`config.mk`:
```
export PLATFORM = sky130hd
export DESIGN_NAME = instance_select
export DESIGN_NICKNAME = d
export VERILOG_FILES = /design/src/hdl/instance_select_pkg.sv /design/src/hdl/instance_select.sv
export SDC_FILE = /design/constraint.sdc
export NUM_CORES = 1
export LEC_CHECK = 0
export ABC_AREA = 1
export BUFFER_PORTS_ARGS = -buffer_cell sky130_fd_sc_hd__buf_2
export CAP_MARGIN = 20
export CORE_AREA = 2 2 244 246
export DETAILED_ROUTE_END_ITERATION = 8
export DIE_AREA = 0 0 246 248
export MAX_ROUTING_LAYER = met4
export PLACE_DENSITY = 0.66
export SETUP_SLACK_MARGIN = 0.4
export SLEW_MARGIN = 40
export SYNTH_ARGS = -nofsm -noshare
export SYNTH_HDL_FRONTEND = slang
export SYNTH_SLANG_ARGS = --single-unit
```
`constraint.sdc`:
```
create_clock -name clk_i -period 4.9 [get_ports clk_i]
set_clock_uncertainty 0.2 [all_clocks]
set_input_delay 0.98 -clock clk_i [delete_from_list [all_inputs] [get_ports clk_i]]
set_output_delay 0.98 -clock clk_i [all_outputs]
set_load 0.02 [all_outputs]
```
`src/hdl/instance_select_pkg.sv`:
```
package instance_select_pkg;

   // register byte offsets on the bus
   localparam logic [7:0] OFF_MAIN_ID = 8'h00;
   localparam logic [7:0] OFF_PRI_ID = 8'h04;
   localparam logic [7:0] OFF_BW_PART_ID = 8'h08;
   localparam logic [7:0] OFF_BW_MON_ID = 8'h0c;
   localparam logic [7:0] OFF_MON_SUM_ID = 8'h10;
   localparam logic [7:0] OFF_CACHE_MON_ID = 8'h14;
   localparam logic [7:0] OFF_ARCH_ID = 8'h18;
   localparam logic [7:0] OFF_IMPL_ID = 8'h1c;
   localparam logic [7:0] OFF_NARROW_ID = 8'h20;
   localparam logic [7:0] OFF_SEC_ID = 8'h24;
   localparam logic [7:0] OFF_ERR_CTRL = 8'h28;
   localparam logic [7:0] OFF_ERR_SYND = 8'h2c;
   localparam logic [7:0] OFF_PART_SEL = 8'h30;
   localparam logic [7:0] OFF_MON_SEL = 8'h34;
   localparam logic [7:0] OFF_CAPT_EVT = 8'h38;
   localparam logic [7:0] OFF_PART_CTRL = 8'h40;
   localparam logic [7:0] OFF_COMMON_CTRL = 8'h44;
   localparam logic [7:0] OFF_MON_CFG = 8'h50;
   localparam logic [7:0] OFF_MON_VAL = 8'h54;
   localparam logic [7:0] OFF_MON_CAPT = 8'h58;
   localparam logic [7:0] OFF_GLOBAL_MON = 8'h5c;

   // selector layout: index low, instance high
   localparam int unsigned SEL_INST_LSB = 24;
   localparam int unsigned SEL_INDEX_W = 16;

   // main id layout
   localparam int unsigned MAIN_HAS_PRI = 0;
   localparam int unsigned MAIN_HAS_BW = 1;
   localparam int unsigned MAIN_HAS_MON = 2;
   localparam int unsigned MAIN_MAX_LSB = 16;

   // priority id layout
   localparam int unsigned PRI_HAS_INT = 0;
   localparam int unsigned PRI_INT_POL = 1;
   localparam int unsigned PRI_INT_WD_LSB = 4;
   localparam int unsigned PRI_HAS_DS = 16;
   localparam int unsigned PRI_DS_POL = 17;
   localparam int unsigned PRI_DS_WD_LSB = 20;

   // bandwidth usage monitor id layout
   localparam int unsigned BWM_SCALE_LSB = 16;
   localparam int unsigned BWM_LWD_LSB = 21;
   localparam int unsigned BWM_HAS_LONG = 29;
   localparam int unsigned BWM_HAS_RW = 30;
   localparam int unsigned BWM_HAS_CAPT = 31;

   // monitor summary layout
   localparam int unsigned SUM_HAS_BWU = 16;
   localparam int unsigned SUM_HAS_CSU = 17;

   // error syndrome layout
   localparam int unsigned ESR_INST_LSB = 16;
   localparam int unsigned ESR_CODE_LSB = 24;
   localparam int unsigned ESR_OVERWRITE = 31;

   // monitor config bits
   localparam int unsigned MCFG_EN = 0;
   localparam int unsigned MCFG_CAPT_EN = 1;

   // error codes
   localparam logic [3:0] ERR_NONE = 4'h0;
   localparam logic [3:0] ERR_RO_WRITE = 4'hf;
   localparam logic [3:0] ERR_PART_UNDEF = 4'h8;
   localparam logic [3:0] ERR_PART_NOCTRL = 4'h9;
   localparam logic [3:0] ERR_MON_UNDEF = 4'ha;
   localparam logic [3:0] ERR_MON_NOTYPE = 4'hb;

   // fixed values
   localparam logic [31:0] ARCH_ID_VALUE = 32'h0000_0011;
   localparam logic [31:0] ZERO_WORD = 32'h0000_0000;

   // kind of register an address names
   typedef enum {
      KIND_ID, KIND_FIXED, KIND_PART, KIND_MON, KIND_NONE
   } reg_kind_type;

endpackage
```
`src/hdl/instance_select.sv`:
```
`timescale 1ns/1ns

// Functional notes
// downstream polarity reported, valid only with flag
// internal width and polarity gated by flag
// bandwidth id fields vary per instance
// global priority id nonzero only at instance 0
// fixed registers ignore instance selection
// monitor selector steers monitor registers
// component monitors reachable only at instance 0
// monitor id follows partition selector only
// selector and capture event ignore selection
// undefined: over max, unimplemented, or lacking
// decode instance from implemented bits only
// undefined instance: all present flags zero
// id reads never log errors
// config errors use codes 8 and 9
// monitor errors use codes 10 and 11
// syndrome instance copied from matching selector
// non-instance errors log instance zero
// software matches selector instances, zero unpartitioned
// software honours max index and flags
// main id shows largest instance index
// common controls use instance zero
// selector writes apply to next access
// fixed registers complete for any selection
module instance_select #(
   parameter int unsigned INST_W = 2, // implemented instance bits
   parameter int unsigned NUM_INST = 4, // 2**INST_W
   parameter logic [3:0] MAX_INDEX = 4'h3,
   parameter logic [NUM_INST-1:0] INST_PRESENT = 4'hb, // instance 2 left undefined
   parameter logic [NUM_INST-1:0] HAS_PART = 4'h3,
   parameter logic [NUM_INST-1:0] HAS_BW_MON = 4'h9,
   parameter logic [NUM_INST-1:0] HAS_INT_PRI = 4'h1,
   parameter logic [NUM_INST-1:0] HAS_DS_PRI = 4'h3,
   parameter bit PRI_LOCAL = 1'b0, // priority acts component-wide
   parameter logic [NUM_INST*8-1:0] BW_WIDTH = 32'h0c08_0a10,
   parameter logic [NUM_INST*8-1:0] PRI_WIDTH = 32'h0403_0302,
   parameter logic [31:0] IMPL_ID_VALUE = 32'h0000_1234, // arbitrary value
   parameter logic [31:0] NARROW_ID_VALUE = 32'h0000_0000,
   parameter logic [31:0] SEC_ID_VALUE = 32'h0000_0000
) (
   // clock and reset
   input wire logic clk_i,
   input wire logic rst_i,
   // wishbone slave
   input wire logic wb_cyc_i,
   input wire logic wb_stb_i,
   input wire logic wb_we_i,
   input wire logic [7:0] wb_adr_i,
   input wire logic [3:0] wb_sel_i,
   input wire logic [31:0] wb_dat_i,
   output logic [31:0] wb_dat_o,
   output logic wb_ack_o,
   // per-instance monitor events from outside
   input wire logic [NUM_INST-1:0] mon_event_i
);

   // byte-lane merge of write data
   function automatic logic [31:0] merge(input logic [31:0] old, input logic [31:0] nw, input logic [3:0] sel);
      logic [31:0] r;
      r = old;
      for (int b = 0; b < 4; b++) begin
         if (sel[b]) begin
            r[b*8 +: 8] = nw[b*8 +: 8];
         end
      end
      return r;
   endfunction

   // eight-bit per-instance parameter slice
   function automatic logic [7:0] slice8(input logic [NUM_INST*8-1:0] v, input logic [INST_W-1:0] i);
      return v[i*8 +: 8];
   endfunction

   // instance names nothing usable
   function automatic logic undefined(input logic [INST_W-1:0] i);
      return ({{(4-INST_W){1'b0}}, i} > MAX_INDEX) || !INST_PRESENT[i];
   endfunction

   // classify an address
   function automatic instance_select_pkg::reg_kind_type kind_of(input logic [7:0] a);
      case (a)
         instance_select_pkg::OFF_MAIN_ID, instance_select_pkg::OFF_PRI_ID,
         instance_select_pkg::OFF_BW_PART_ID, instance_select_pkg::OFF_BW_MON_ID,
         instance_select_pkg::OFF_MON_SUM_ID, instance_select_pkg::OFF_CACHE_MON_ID: return instance_select_pkg::KIND_ID;
         instance_select_pkg::OFF_ARCH_ID, instance_select_pkg::OFF_IMPL_ID, instance_select_pkg::OFF_NARROW_ID,
         instance_select_pkg::OFF_SEC_ID, instance_select_pkg::OFF_ERR_CTRL, instance_select_pkg::OFF_ERR_SYND,
         instance_select_pkg::OFF_PART_SEL, instance_select_pkg::OFF_MON_SEL,
         instance_select_pkg::OFF_CAPT_EVT: return instance_select_pkg::KIND_FIXED;
         instance_select_pkg::OFF_PART_CTRL, instance_select_pkg::OFF_COMMON_CTRL: return instance_select_pkg::KIND_PART;
         instance_select_pkg::OFF_MON_CFG, instance_select_pkg::OFF_MON_VAL, instance_select_pkg::OFF_MON_CAPT,
         instance_select_pkg::OFF_GLOBAL_MON: return instance_select_pkg::KIND_MON;
         default: return instance_select_pkg::KIND_NONE;
      endcase
   endfunction

   // bus handshake state
   logic ack_q; // one-cycle acknowledge
   logic [31:0] rdata_q; // registered read data
   logic req; // new request this cycle

   // selectors: only implemented instance bits are stored
   logic [instance_select_pkg::SEL_INDEX_W-1:0] part_index_q;
   logic [INST_W-1:0] part_inst_q;
   logic [instance_select_pkg::SEL_INDEX_W-1:0] mon_index_q;
   logic [INST_W-1:0] mon_inst_q;

   // error registers
   logic err_ctrl_q; // stored enable bit, no interrupt here
   logic [3:0] esr_code_q;
   logic [INST_W-1:0] esr_inst_q;
   logic esr_over_q;

   // per-instance and shared control and monitor storage
   logic [31:0] part_ctrl_q [NUM_INST];
   logic [31:0] common_ctrl_q; // shared by all instances
   logic [1:0] mon_cfg_q [NUM_INST];
   logic [31:0] mon_val_q [NUM_INST];
   logic [31:0] mon_capt_q [NUM_INST];
   logic [31:0] global_mon_q; // component-level monitor

   // event synchroniser
   logic [NUM_INST-1:0] evt_meta_q;
   logic [NUM_INST-1:0] evt_q;

   // access decode
   instance_select_pkg::reg_kind_type kind;
   logic [3:0] err_code; // error raised by this access, zero if none
   logic access_ok; // access may touch storage
   logic capture_pulse; // write to capture event register
   logic [31:0] id_word;
   logic [31:0] part_sel_w; // partition selector after byte-lane merge
   logic [31:0] mon_sel_w; // monitor selector after byte-lane merge

   assign req = wb_cyc_i && wb_stb_i && !ack_q;
   assign kind = kind_of(wb_adr_i);

   // old word carries the stored instance, so a low-lane write keeps it
   assign part_sel_w = merge({{(8-INST_W){1'b0}}, part_inst_q, 8'h00, part_index_q}, wb_dat_i, wb_sel_i);
   assign mon_sel_w = merge({{(8-INST_W){1'b0}}, mon_inst_q, 8'h00, mon_index_q}, wb_dat_i, wb_sel_i);

   // error decision per access
   always_comb begin
      err_code = instance_select_pkg::ERR_NONE;
      case (kind)
         instance_select_pkg::KIND_PART: begin
            if (undefined(part_inst_q)) begin
               err_code = instance_select_pkg::ERR_PART_UNDEF;
            end else if (wb_adr_i == instance_select_pkg::OFF_COMMON_CTRL && part_inst_q != '0) begin
               err_code = instance_select_pkg::ERR_PART_NOCTRL;
            end else if (wb_adr_i == instance_select_pkg::OFF_PART_CTRL && !HAS_PART[part_inst_q]) begin
               err_code = instance_select_pkg::ERR_PART_NOCTRL;
            end
         end
         instance_select_pkg::KIND_MON: begin
            if (undefined(mon_inst_q)) begin
               err_code = instance_select_pkg::ERR_MON_UNDEF;
            end else if (wb_adr_i == instance_select_pkg::OFF_GLOBAL_MON && mon_inst_q != '0) begin
               err_code = instance_select_pkg::ERR_MON_NOTYPE;
            end else if (wb_adr_i != instance_select_pkg::OFF_GLOBAL_MON && !HAS_BW_MON[mon_inst_q]) begin
               err_code = instance_select_pkg::ERR_MON_NOTYPE;
            end
         end
         instance_select_pkg::KIND_ID: begin
            // id reads never fail, even on an undefined instance
            if (wb_we_i) begin
               err_code = instance_select_pkg::ERR_RO_WRITE;
            end
         end
         instance_select_pkg::KIND_FIXED: begin
            // these complete whatever instance is selected
            if (wb_we_i && (wb_adr_i == instance_select_pkg::OFF_ARCH_ID || wb_adr_i == instance_select_pkg::OFF_IMPL_ID
                  || wb_adr_i == instance_select_pkg::OFF_NARROW_ID || wb_adr_i == instance_select_pkg::OFF_SEC_ID)) begin
               err_code = instance_select_pkg::ERR_RO_WRITE;
            end
         end
         default: begin
            err_code = instance_select_pkg::ERR_NONE; // unmapped: read zero, write dropped
         end
      endcase
   end

   assign access_ok = req && (err_code == instance_select_pkg::ERR_NONE);
   assign capture_pulse = access_ok && wb_we_i && wb_adr_i == instance_select_pkg::OFF_CAPT_EVT;

   // id registers, all steered by the partition selector only
   always_comb begin
      logic und;
      logic [INST_W-1:0] pi;
      logic [7:0] pw; // priority and long-width slice
      logic [7:0] bw; // bandwidth slice
      und = undefined(part_inst_q);
      pi = part_inst_q;
      pw = slice8(PRI_WIDTH, part_inst_q);
      bw = slice8(BW_WIDTH, part_inst_q);
      id_word = instance_select_pkg::ZERO_WORD;
      case (wb_adr_i)
         instance_select_pkg::OFF_MAIN_ID: begin
            id_word[instance_select_pkg::MAIN_MAX_LSB +: 4] = MAX_INDEX;
            if (!und) begin
               id_word[instance_select_pkg::MAIN_HAS_PRI] = HAS_INT_PRI[pi] || HAS_DS_PRI[pi];
               id_word[instance_select_pkg::MAIN_HAS_BW] = HAS_PART[pi];
               id_word[instance_select_pkg::MAIN_HAS_MON] = HAS_BW_MON[pi];
            end
         end
         instance_select_pkg::OFF_PRI_ID: begin
            // global priority shows only at instance 0
            if (!und && (PRI_LOCAL || pi == '0)) begin
               if (HAS_INT_PRI[pi]) begin
                  id_word[instance_select_pkg::PRI_HAS_INT] = 1'b1;
                  id_word[instance_select_pkg::PRI_INT_POL] = 1'b1;
                  id_word[instance_select_pkg::PRI_INT_WD_LSB +: 6] = pw[5:0];
               end
               if (HAS_DS_PRI[pi]) begin
                  id_word[instance_select_pkg::PRI_HAS_DS] = 1'b1;
                  id_word[instance_select_pkg::PRI_DS_POL] = 1'b1;
                  id_word[instance_select_pkg::PRI_DS_WD_LSB +: 6] = pw[5:0];
               end
            end
         end
         instance_select_pkg::OFF_BW_PART_ID: begin
            if (!und && HAS_PART[pi]) begin
               id_word[7:0] = bw;
            end
         end
         instance_select_pkg::OFF_BW_MON_ID: begin
            if (!und && HAS_BW_MON[pi]) begin
               id_word[instance_select_pkg::SEL_INDEX_W-1:0] = 16'h0001; // one monitor per instance
               id_word[instance_select_pkg::BWM_SCALE_LSB +: 5] = bw[4:0];
               id_word[instance_select_pkg::BWM_LWD_LSB +: 6] = pw[5:0];
               id_word[instance_select_pkg::BWM_HAS_LONG] = pi[0];
               id_word[instance_select_pkg::BWM_HAS_RW] = 1'b0;
               id_word[instance_select_pkg::BWM_HAS_CAPT] = 1'b1;
            end
         end
         instance_select_pkg::OFF_MON_SUM_ID: begin
            if (!und) begin
               id_word[instance_select_pkg::SUM_HAS_BWU] = HAS_BW_MON[pi];
               id_word[instance_select_pkg::SUM_HAS_CSU] = 1'b0;
            end
         end
         default: begin
            id_word = instance_select_pkg::ZERO_WORD; // cache monitor id: none fitted
         end
      endcase
   end

   // bus acknowledge and read data
   always_ff @(posedge clk_i) begin
      if (rst_i) begin
         ack_q <= 1'b0;
         rdata_q <= instance_select_pkg::ZERO_WORD;
      end else begin
         ack_q <= req;
         if (req && !wb_we_i) begin
            if (!access_ok) begin
               rdata_q <= instance_select_pkg::ZERO_WORD; // failed access reads zero
            end else begin
               case (wb_adr_i)
                  instance_select_pkg::OFF_ARCH_ID: rdata_q <= instance_select_pkg::ARCH_ID_VALUE;
                  instance_select_pkg::OFF_IMPL_ID: rdata_q <= IMPL_ID_VALUE;
                  instance_select_pkg::OFF_NARROW_ID: rdata_q <= NARROW_ID_VALUE;
                  instance_select_pkg::OFF_SEC_ID: rdata_q <= SEC_ID_VALUE;
                  instance_select_pkg::OFF_ERR_CTRL: rdata_q <= {31'h0000_0000, err_ctrl_q};
                  instance_select_pkg::OFF_ERR_SYND: begin
                     rdata_q <= instance_select_pkg::ZERO_WORD;
                     rdata_q[instance_select_pkg::ESR_CODE_LSB +: 4] <= esr_code_q;
                     rdata_q[instance_select_pkg::ESR_INST_LSB +: INST_W] <= esr_inst_q;
                     rdata_q[instance_select_pkg::ESR_OVERWRITE] <= esr_over_q;
                  end
                  instance_select_pkg::OFF_PART_SEL: begin
                     rdata_q <= instance_select_pkg::ZERO_WORD;
                     rdata_q[instance_select_pkg::SEL_INDEX_W-1:0] <= part_index_q;
                     rdata_q[instance_select_pkg::SEL_INST_LSB +: INST_W] <= part_inst_q;
                  end
                  instance_select_pkg::OFF_MON_SEL: begin
                     rdata_q <= instance_select_pkg::ZERO_WORD;
                     rdata_q[instance_select_pkg::SEL_INDEX_W-1:0] <= mon_index_q;
                     rdata_q[instance_select_pkg::SEL_INST_LSB +: INST_W] <= mon_inst_q;
                  end
                  instance_select_pkg::OFF_PART_CTRL: rdata_q <= part_ctrl_q[part_inst_q];
                  instance_select_pkg::OFF_COMMON_CTRL: rdata_q <= common_ctrl_q;
                  instance_select_pkg::OFF_MON_CFG: rdata_q <= {30'h0000_0000, mon_cfg_q[mon_inst_q]};
                  instance_select_pkg::OFF_MON_VAL: rdata_q <= mon_val_q[mon_inst_q];
                  instance_select_pkg::OFF_MON_CAPT: rdata_q <= mon_capt_q[mon_inst_q];
                  instance_select_pkg::OFF_GLOBAL_MON: rdata_q <= global_mon_q;
                  default: rdata_q <= id_word; // id registers, capture event and unmapped
               endcase
            end
         end
      end
   end

   assign wb_ack_o = ack_q;
   assign wb_dat_o = rdata_q;

   // selectors; a write is seen by the very next access
   always_ff @(posedge clk_i) begin
      if (rst_i) begin
         part_index_q <= '0;
         part_inst_q <= '0;
         mon_index_q <= '0;
         mon_inst_q <= '0;
      end else if (access_ok && wb_we_i) begin
         if (wb_adr_i == instance_select_pkg::OFF_PART_SEL) begin
            part_index_q <= part_sel_w[instance_select_pkg::SEL_INDEX_W-1:0];
            part_inst_q <= part_sel_w[instance_select_pkg::SEL_INST_LSB +: INST_W];
         end
         if (wb_adr_i == instance_select_pkg::OFF_MON_SEL) begin
            mon_index_q <= mon_sel_w[instance_select_pkg::SEL_INDEX_W-1:0];
            mon_inst_q <= mon_sel_w[instance_select_pkg::SEL_INST_LSB +: INST_W];
         end
      end
   end

   // error control and syndrome; hardware logging wins over software write
   always_ff @(posedge clk_i) begin
      if (rst_i) begin
         err_ctrl_q <= 1'b0;
         esr_code_q <= instance_select_pkg::ERR_NONE;
         esr_inst_q <= '0;
         esr_over_q <= 1'b0;
      end else if (req && err_code != instance_select_pkg::ERR_NONE) begin
         // second error before software cleared the first
         if (esr_code_q != instance_select_pkg::ERR_NONE) begin
            esr_over_q <= 1'b1;
         end
         esr_code_q <= err_code;
         if (kind == instance_select_pkg::KIND_PART) begin
            esr_inst_q <= part_inst_q;
         end else if (kind == instance_select_pkg::KIND_MON) begin
            esr_inst_q <= mon_inst_q;
         end else begin
            esr_inst_q <= '0;
         end
      end else if (access_ok && wb_we_i) begin
         if (wb_adr_i == instance_select_pkg::OFF_ERR_CTRL && wb_sel_i[0]) begin
            err_ctrl_q <= wb_dat_i[0];
         end
         if (wb_adr_i == instance_select_pkg::OFF_ERR_SYND && wb_sel_i[3]) begin
            esr_code_q <= wb_dat_i[instance_select_pkg::ESR_CODE_LSB +: 4];
            esr_over_q <= wb_dat_i[instance_select_pkg::ESR_OVERWRITE];
         end
         if (wb_adr_i == instance_select_pkg::OFF_ERR_SYND && wb_sel_i[2]) begin
            esr_inst_q <= wb_dat_i[instance_select_pkg::ESR_INST_LSB +: INST_W];
         end
      end
   end

   // partitioning controls, per instance and shared
   always_ff @(posedge clk_i) begin
      if (rst_i) begin
         for (int i = 0; i < NUM_INST; i++) begin
            part_ctrl_q[i] <= instance_select_pkg::ZERO_WORD;
         end
         common_ctrl_q <= instance_select_pkg::ZERO_WORD;
      end else if (access_ok && wb_we_i) begin
         if (wb_adr_i == instance_select_pkg::OFF_PART_CTRL) begin
            part_ctrl_q[part_inst_q] <= merge(part_ctrl_q[part_inst_q], wb_dat_i, wb_sel_i);
         end
         if (wb_adr_i == instance_select_pkg::OFF_COMMON_CTRL) begin
            common_ctrl_q <= merge(common_ctrl_q, wb_dat_i, wb_sel_i);
         end
      end
   end

   // two-flop synchroniser on the event pins
   always_ff @(posedge clk_i) begin
      if (rst_i) begin
         evt_meta_q <= '0;
         evt_q <= '0;
      end else begin
         evt_meta_q <= mon_event_i;
         evt_q <= evt_meta_q;
      end
   end

   // monitors: count events, capture on event register write
   always_ff @(posedge clk_i) begin
      if (rst_i) begin
         for (int i = 0; i < NUM_INST; i++) begin
            mon_cfg_q[i] <= 2'b00;
            mon_val_q[i] <= instance_select_pkg::ZERO_WORD;
            mon_capt_q[i] <= instance_select_pkg::ZERO_WORD;
         end
         global_mon_q <= instance_select_pkg::ZERO_WORD;
      end else begin
         for (int i = 0; i < NUM_INST; i++) begin
            // counting only where a monitor is fitted
            if (HAS_BW_MON[i] && mon_cfg_q[i][instance_select_pkg::MCFG_EN] && evt_q[i]) begin
               mon_val_q[i] <= mon_val_q[i] + 32'h0000_0001;
            end
            // capture hits every instance with capture enabled, not just the selected one
            if (capture_pulse && mon_cfg_q[i][instance_select_pkg::MCFG_CAPT_EN]) begin
               mon_capt_q[i] <= mon_val_q[i];
            end
         end
         // component monitor counts any event
         if (|evt_q) begin
            global_mon_q <= global_mon_q + 32'h0000_0001;
         end
         if (access_ok && wb_we_i && wb_sel_i[0]) begin
            case (wb_adr_i)
               instance_select_pkg::OFF_MON_CFG: mon_cfg_q[mon_inst_q] <= wb_dat_i[1:0];
               instance_select_pkg::OFF_MON_VAL: mon_val_q[mon_inst_q] <= wb_dat_i;
               instance_select_pkg::OFF_MON_CAPT: mon_capt_q[mon_inst_q] <= wb_dat_i;
               instance_select_pkg::OFF_GLOBAL_MON: global_mon_q <= wb_dat_i;
               default: begin
                  // other writes handled elsewhere
               end
            endcase
         end
      end
   end

endmodule

```
# Yosys cells after proc, flatten, opt, wreduce, memory -nomap -nowiden
# Memories as Yosys holds them, arrays and structs flattened. A register that Yosys moved wholly into a read port is not among the register bits.
# Cells that the tools add are included.
[totals]
register_bits = 149
ramBits = 392
input_bits = 53
out_inout_bits = 33
wordCells = 277
memories = 4
[memory_table]
columns = ["memory", "depth", "width", "read_ports", "rd_ports_with_merged_regs", "write_ports", "line_no", "source"]
rows = [
  ["mon_capt_q", 4, 32, 1, 1, 4, "instance_select.sv:120", "logic [31:0] mon_capt_q [NUM_INST];"],
  ["mon_val_q", 4, 32, 5, 1, 4, "instance_select.sv:119", "logic [31:0] mon_val_q [NUM_INST];"],
  ["part_ctrl_q", 4, 32, 1, 1, 4, "instance_select.sv:116", "logic [31:0] part_ctrl_q [NUM_INST];"],
  ["mon_cfg_q", 4, 2, 5, 1, 4, "instance_select.sv:118", "logic [1:0] mon_cfg_q [NUM_INST];"],
]
[op_classes]
addsub = 3
n_lt_le_gt_ge = 2
n_eq_ne = 28
shifts = 2
mux = 141
n_bitwise = 10
reduce_logical = 68
[ops]
columns = ["operator", "count"]
rows = [
  ["32-bit 2-to-1 mux", 13],
  ["32-bit one-hot mux with 13 select lines", 1],
  ["8-bit 2-to-1 mux", 17],
  ["32-bit by 1-bit adder with 32-bit output, second input constant", 3],
  ["32-bit OR reduction", 3],
  ["32-bit by 2-bit == test with 1-bit output, second input constant", 2],
  ["32-bit by 3-bit == test with 1-bit output, second input constant", 2],
  ["8-bit by 6-bit == test with 1-bit output, second input constant", 7],
  ["1-bit 2-to-1 mux", 52],
  ["8-bit by 7-bit == test with 1-bit output, second input constant", 6],
  ["2-bit 2-to-1 mux", 23],
  ["4-bit 2-to-1 mux", 11],
  ["3-bit AND reduction", 12],
  ["32-bit by 1-bit == test with 1-bit output, second input constant", 1],
  ["8-bit by 5-bit == test with 1-bit output, second input constant", 4],
  ["32-bit zero test", 1],
  ["32-bit by 6-bit variable part select with 6-bit output, first input constant", 1],
  ["32-bit by 6-bit variable part select with 8-bit output, first input constant", 1],
  ["6-bit 2-to-1 mux", 5],
  ["27-bit 2-to-1 mux", 1],
  ["1-bit logical AND", 25],
  ["8-bit by 4-bit == test with 1-bit output, second input constant", 2],
  ["2-bit one-hot mux with 4 select lines", 2],
  ["4-bit one-hot mux with 4 select lines", 1],
  ["other kinds (28)", 58],
]

# Logic depth before layout (Yosys ltp)
[logic_depth]
depth_word = 18
ltp_mapped = 17
depth_no_buf = 16

# Worst setup path after synthesis
# Ideal clock, no wire load.
[synth_path]
path_type = "in2reg"
startpoint = "input port wb_adr_i[3]"
endpoint = "memory mon_capt_q[0][0] (enable)"
setup_time_ns = 0.431
t_arrival_ns = 3.631
required_time_ns = 4.269
setup_slack_ns = 0.638
path_stages = 11
n_path_buf = 0
path_cell_list = "inv_1 -> nor2_1 -> nand2_1 -> nor2_2 -> nor2_1 -> nand2_1 -> nand2_2 -> nand2_4 -> nor2_8 -> nand4_4 -> o211ai_1"
[synth_lines]
columns = ["item", "line_no", "source"]
rows = [
  ["start, declared", "instance_select.sv:50", "input wire logic [7:0] wb_adr_i,"],
  ["end, declared", "instance_select.sv:120", ""],
]

==> results.ini <==
[outcome]
run_status = finished, final reports clean

[synthesis]
postSynthCellCount = 3619
yosysWarnings = 0
synth_edf_count = 392
synthAdderAreaFrac = 0.006034
synth_xor_area_frac = 0.01961
synth-simple-area-share = 0.2900
async_flop_share = 0
synth_ff_type = edfxtp_1
synthesis.area_mm2 = 0.02903
yosys-mux-area-fraction = 0
ys_types = 51
synth-seq-cells = 545
synth_seq_area_share = 0.5110
synth_top_family_by_area = simple AND/OR/NAND/NOR gates
synth_compound_area_frac = 0.1087
avgSynthCellArea_um2 = 8.022

[global_routing]
grtUsageMet3 = 0.06974
grtUsageTotal = 0.3782
grt_pass1_wl_um = 165100
grt_max_degree = 137
met2_usage = 0.5277
overflow = 0
grt_pass1_vias = 24670
antenna_found_initial = 2
use_met1 = 0.5206
grt.busiest_layer = met2

[cts]
ctsResizeCount = 0
clockBufferDepth = 3
cts_tree = yes
htree_num_levels = 2
cts.sinks = 545
ctsHoldBuffers = 0
clockRootBuffer = clkbuf_16
post-cts-setup-buffers = 0
clk_pin_slew_ps = 60
insertion_delay_ps = 670
numCtsBuffers = 60

[drt]
first_pass_iters = 7
wl_per_cell_um = 25.36
postRouteAntennaNets = 0
drc_errors = 0
drt_iter0_drc = 3796
routed_wl_um = 112800
viasPerCell = 6.140
dr_total_vias = 27322

[critical_path]
r2r-end = mon_capt_q[2][2]
arrival_ps = 3680
endpoint_kind = flip-flop
reg2reg_depth = 12
slowest_delay_ps = 490
r2r_start = part_inst_q[0]
crit_chain = inv_1 > ha_1 > nand3b_1 > nand3_1 > nand2_1 > nand2_4 > inv_1 > nand3_1 > nor2_2 > nand4_1 > o211ai_1 > buf_4
crit_buf_inv = 3
cpLargestDelayFamily = simple AND/OR/NAND/NOR gates
cp_slowest_cell = buf_4
crit_fanout = 29
critPathLaunchType = flip-flop
cp.required_ps = 4990
critical_path_class = flip-flop to flip-flop
ff2ff_setup_slack_ps = 1320

[final_layout]
area_growth_syn_to_layout_pct = 11.36
multiInputGateArea_mm2 = 0.01248
final_common_cell = nand2_1
insertedDiodeCount = 0
nets = 3695
final.fill_count = 5573
layout_common_cells = nand2_1, nor2_1, nand3_1, edfxtp_1, o21ai_0
drive_above_1_share = 0.08431
final-seq-area_mm2 = 0.01484

[floorplanning]
die_area_mm2 = 0.06101
dieWidth_um = 246
rows = 89
start_util = 0.4966
pin_count = 86
die_h_um = 248
core_mm2 = 0.05846

[worst_hold_path]
hold_end = evt_q[3]
holdCritStartpoint = evt_meta_q[3]
min_path_cells = 2
hold_class = flip-flop to flip-flop

[sta]
setup_viol = 0
finalCritPeriodShare = 0.7314
period_needed_ps = 3584
rsz0062_at_grt = no
drv_slew = 0
holdWs_ps = 200.5
max_freq_ghz = 0.2790
hold_viol = 0
slew_headroom = 0.3724
max_slew.worst_pin.slew_ps = 931.6
fin_tns_setup_ps = 0

[job]
cap_violations = 0

[placed_design]
place.gp.congestion = 1.026
hpwlAfterDp_um = 78540
port_buffers = 85

[pwr]
peakVddDrop_mv = 0.3186
power.leakage_nw = 12.97
p_per_area_mw_per_mm2 = 330.1

## registers in the layout (all words and copies together) (netlist names), 8 cells and up, named ones only
register	count
mon_cfg_q	8
part_ctrl_q	128
mon_index_q	16
part_index_q	16
wb_dat_o	32
global_mon_q	32
common_ctrl_q	32
mon_capt_q	128
mon_val_q	128
## layout make-up
class | instances | area share
Clock inverter | 41 | 0.01757
Inverter | 210 | 0.02446
Sequential cell | 545 | 0.4591
Timing Repair Buffer | 170 | 0.03398
Clock buffer | 70 | 0.04884
Multi-Input combinational cell | 2641 | 0.3862
Tap cell | 773 | 0.02992
## where the power goes
group,total (W),leakage [nW],switching (W),internal (W)
combinational,0.000550,6.66,0.000446,0.000103
sequential,0.00516,5.27,0.0000922,0.00507
clock,0.00496,1.04,0.00202,0.00294
total,0.0107,13.0,0.00256,0.00811
## synth_stat cells (8+ instances only)
library cell / count / share of area
nand2_1: 715 / 0.092
nor2_1: 600 / 0.078
nand3_1: 459 / 0.079
edfxtp_1: 392 / 0.41
o21ai_0: 328 / 0.057
inv_1: 204 / 0.026
clkbuf_1: 174 / 0.022
dfxtp_1: 153 / 0.11
a21oi_1: 130 / 0.022
nor3_1: 74 / 0.013
buf_2: 60 / 0.010
xor2_1: 55 / 0.017
nand4_1: 48 / 0.010
o22ai_1: 45 / 0.0097
ha_1: 14 / 0.0060
o211ai_1: 14 / 0.0036
o21ai_1: 14 / 0.0024
nor2_2: 13 / 0.0028
a221oi_1: 11 / 0.0033
buf_1: 11 / 0.0014
nor4_1: 10 / 0.0022
xnor2_1: 10 / 0.0030
a32o_1: 8 / 0.0028
## kinds of logic after synthesis
group / after synthesis
AO/OA/AOI/OAI: 579
XOR/XNOR: 65
adder cells (fa/ha/maj): 14
buffers and inverters: 464
flip-flops: 545
other: 1
AND/OR/NAND/NOR: 1951
## tightest hold or removal path: stages (launching register included)
cell     delay, ps
dfxtp_1        300
inv_1           40
nor2_1          30
## how the worst max path moves through the flow
stage	from	end	slack, ps	cells after the start
floorplan	wb_adr_i[3]	mon_capt_q[0][0]	640	11
finish	part_inst_q[0]	mon_capt_q[2][2]	1320	12
global route	part_inst_q[0]	mon_capt_q[2][1]	1160	12
detailed placement	wb_adr_i[0]	mon_capt_q[2][5]	760	14
global placement	wb_adr_i[0]	mon_capt_q[2][15]	830	14
CTS	part_inst_q[0]	mon_capt_q[2][13]	1370	12
## layer usage
layer	wire length (um)	part of all wire
met5	0	0
met4	6963	0.062
met3	12850	0.11
met2	47530	0.42
met1	45480	0.40
## per-stage QoR
stage	instance area (um^2)	util	setup slack (ps)	instances	power, W
detailed placement	30160	0.5160	760.1	4338	0.005781
finish	32330	0.5530	1316	4450	0.01067
global placement	30160	0.5159	829.1	4338	0.005778
CTS	32310	0.5527	1374	4449	0.01064
floorplan	29150	-	638.2	3650	0.005494
global route	32330	0.5530	1164	4450	0.01089
Power figures use the tool's default switching activity.
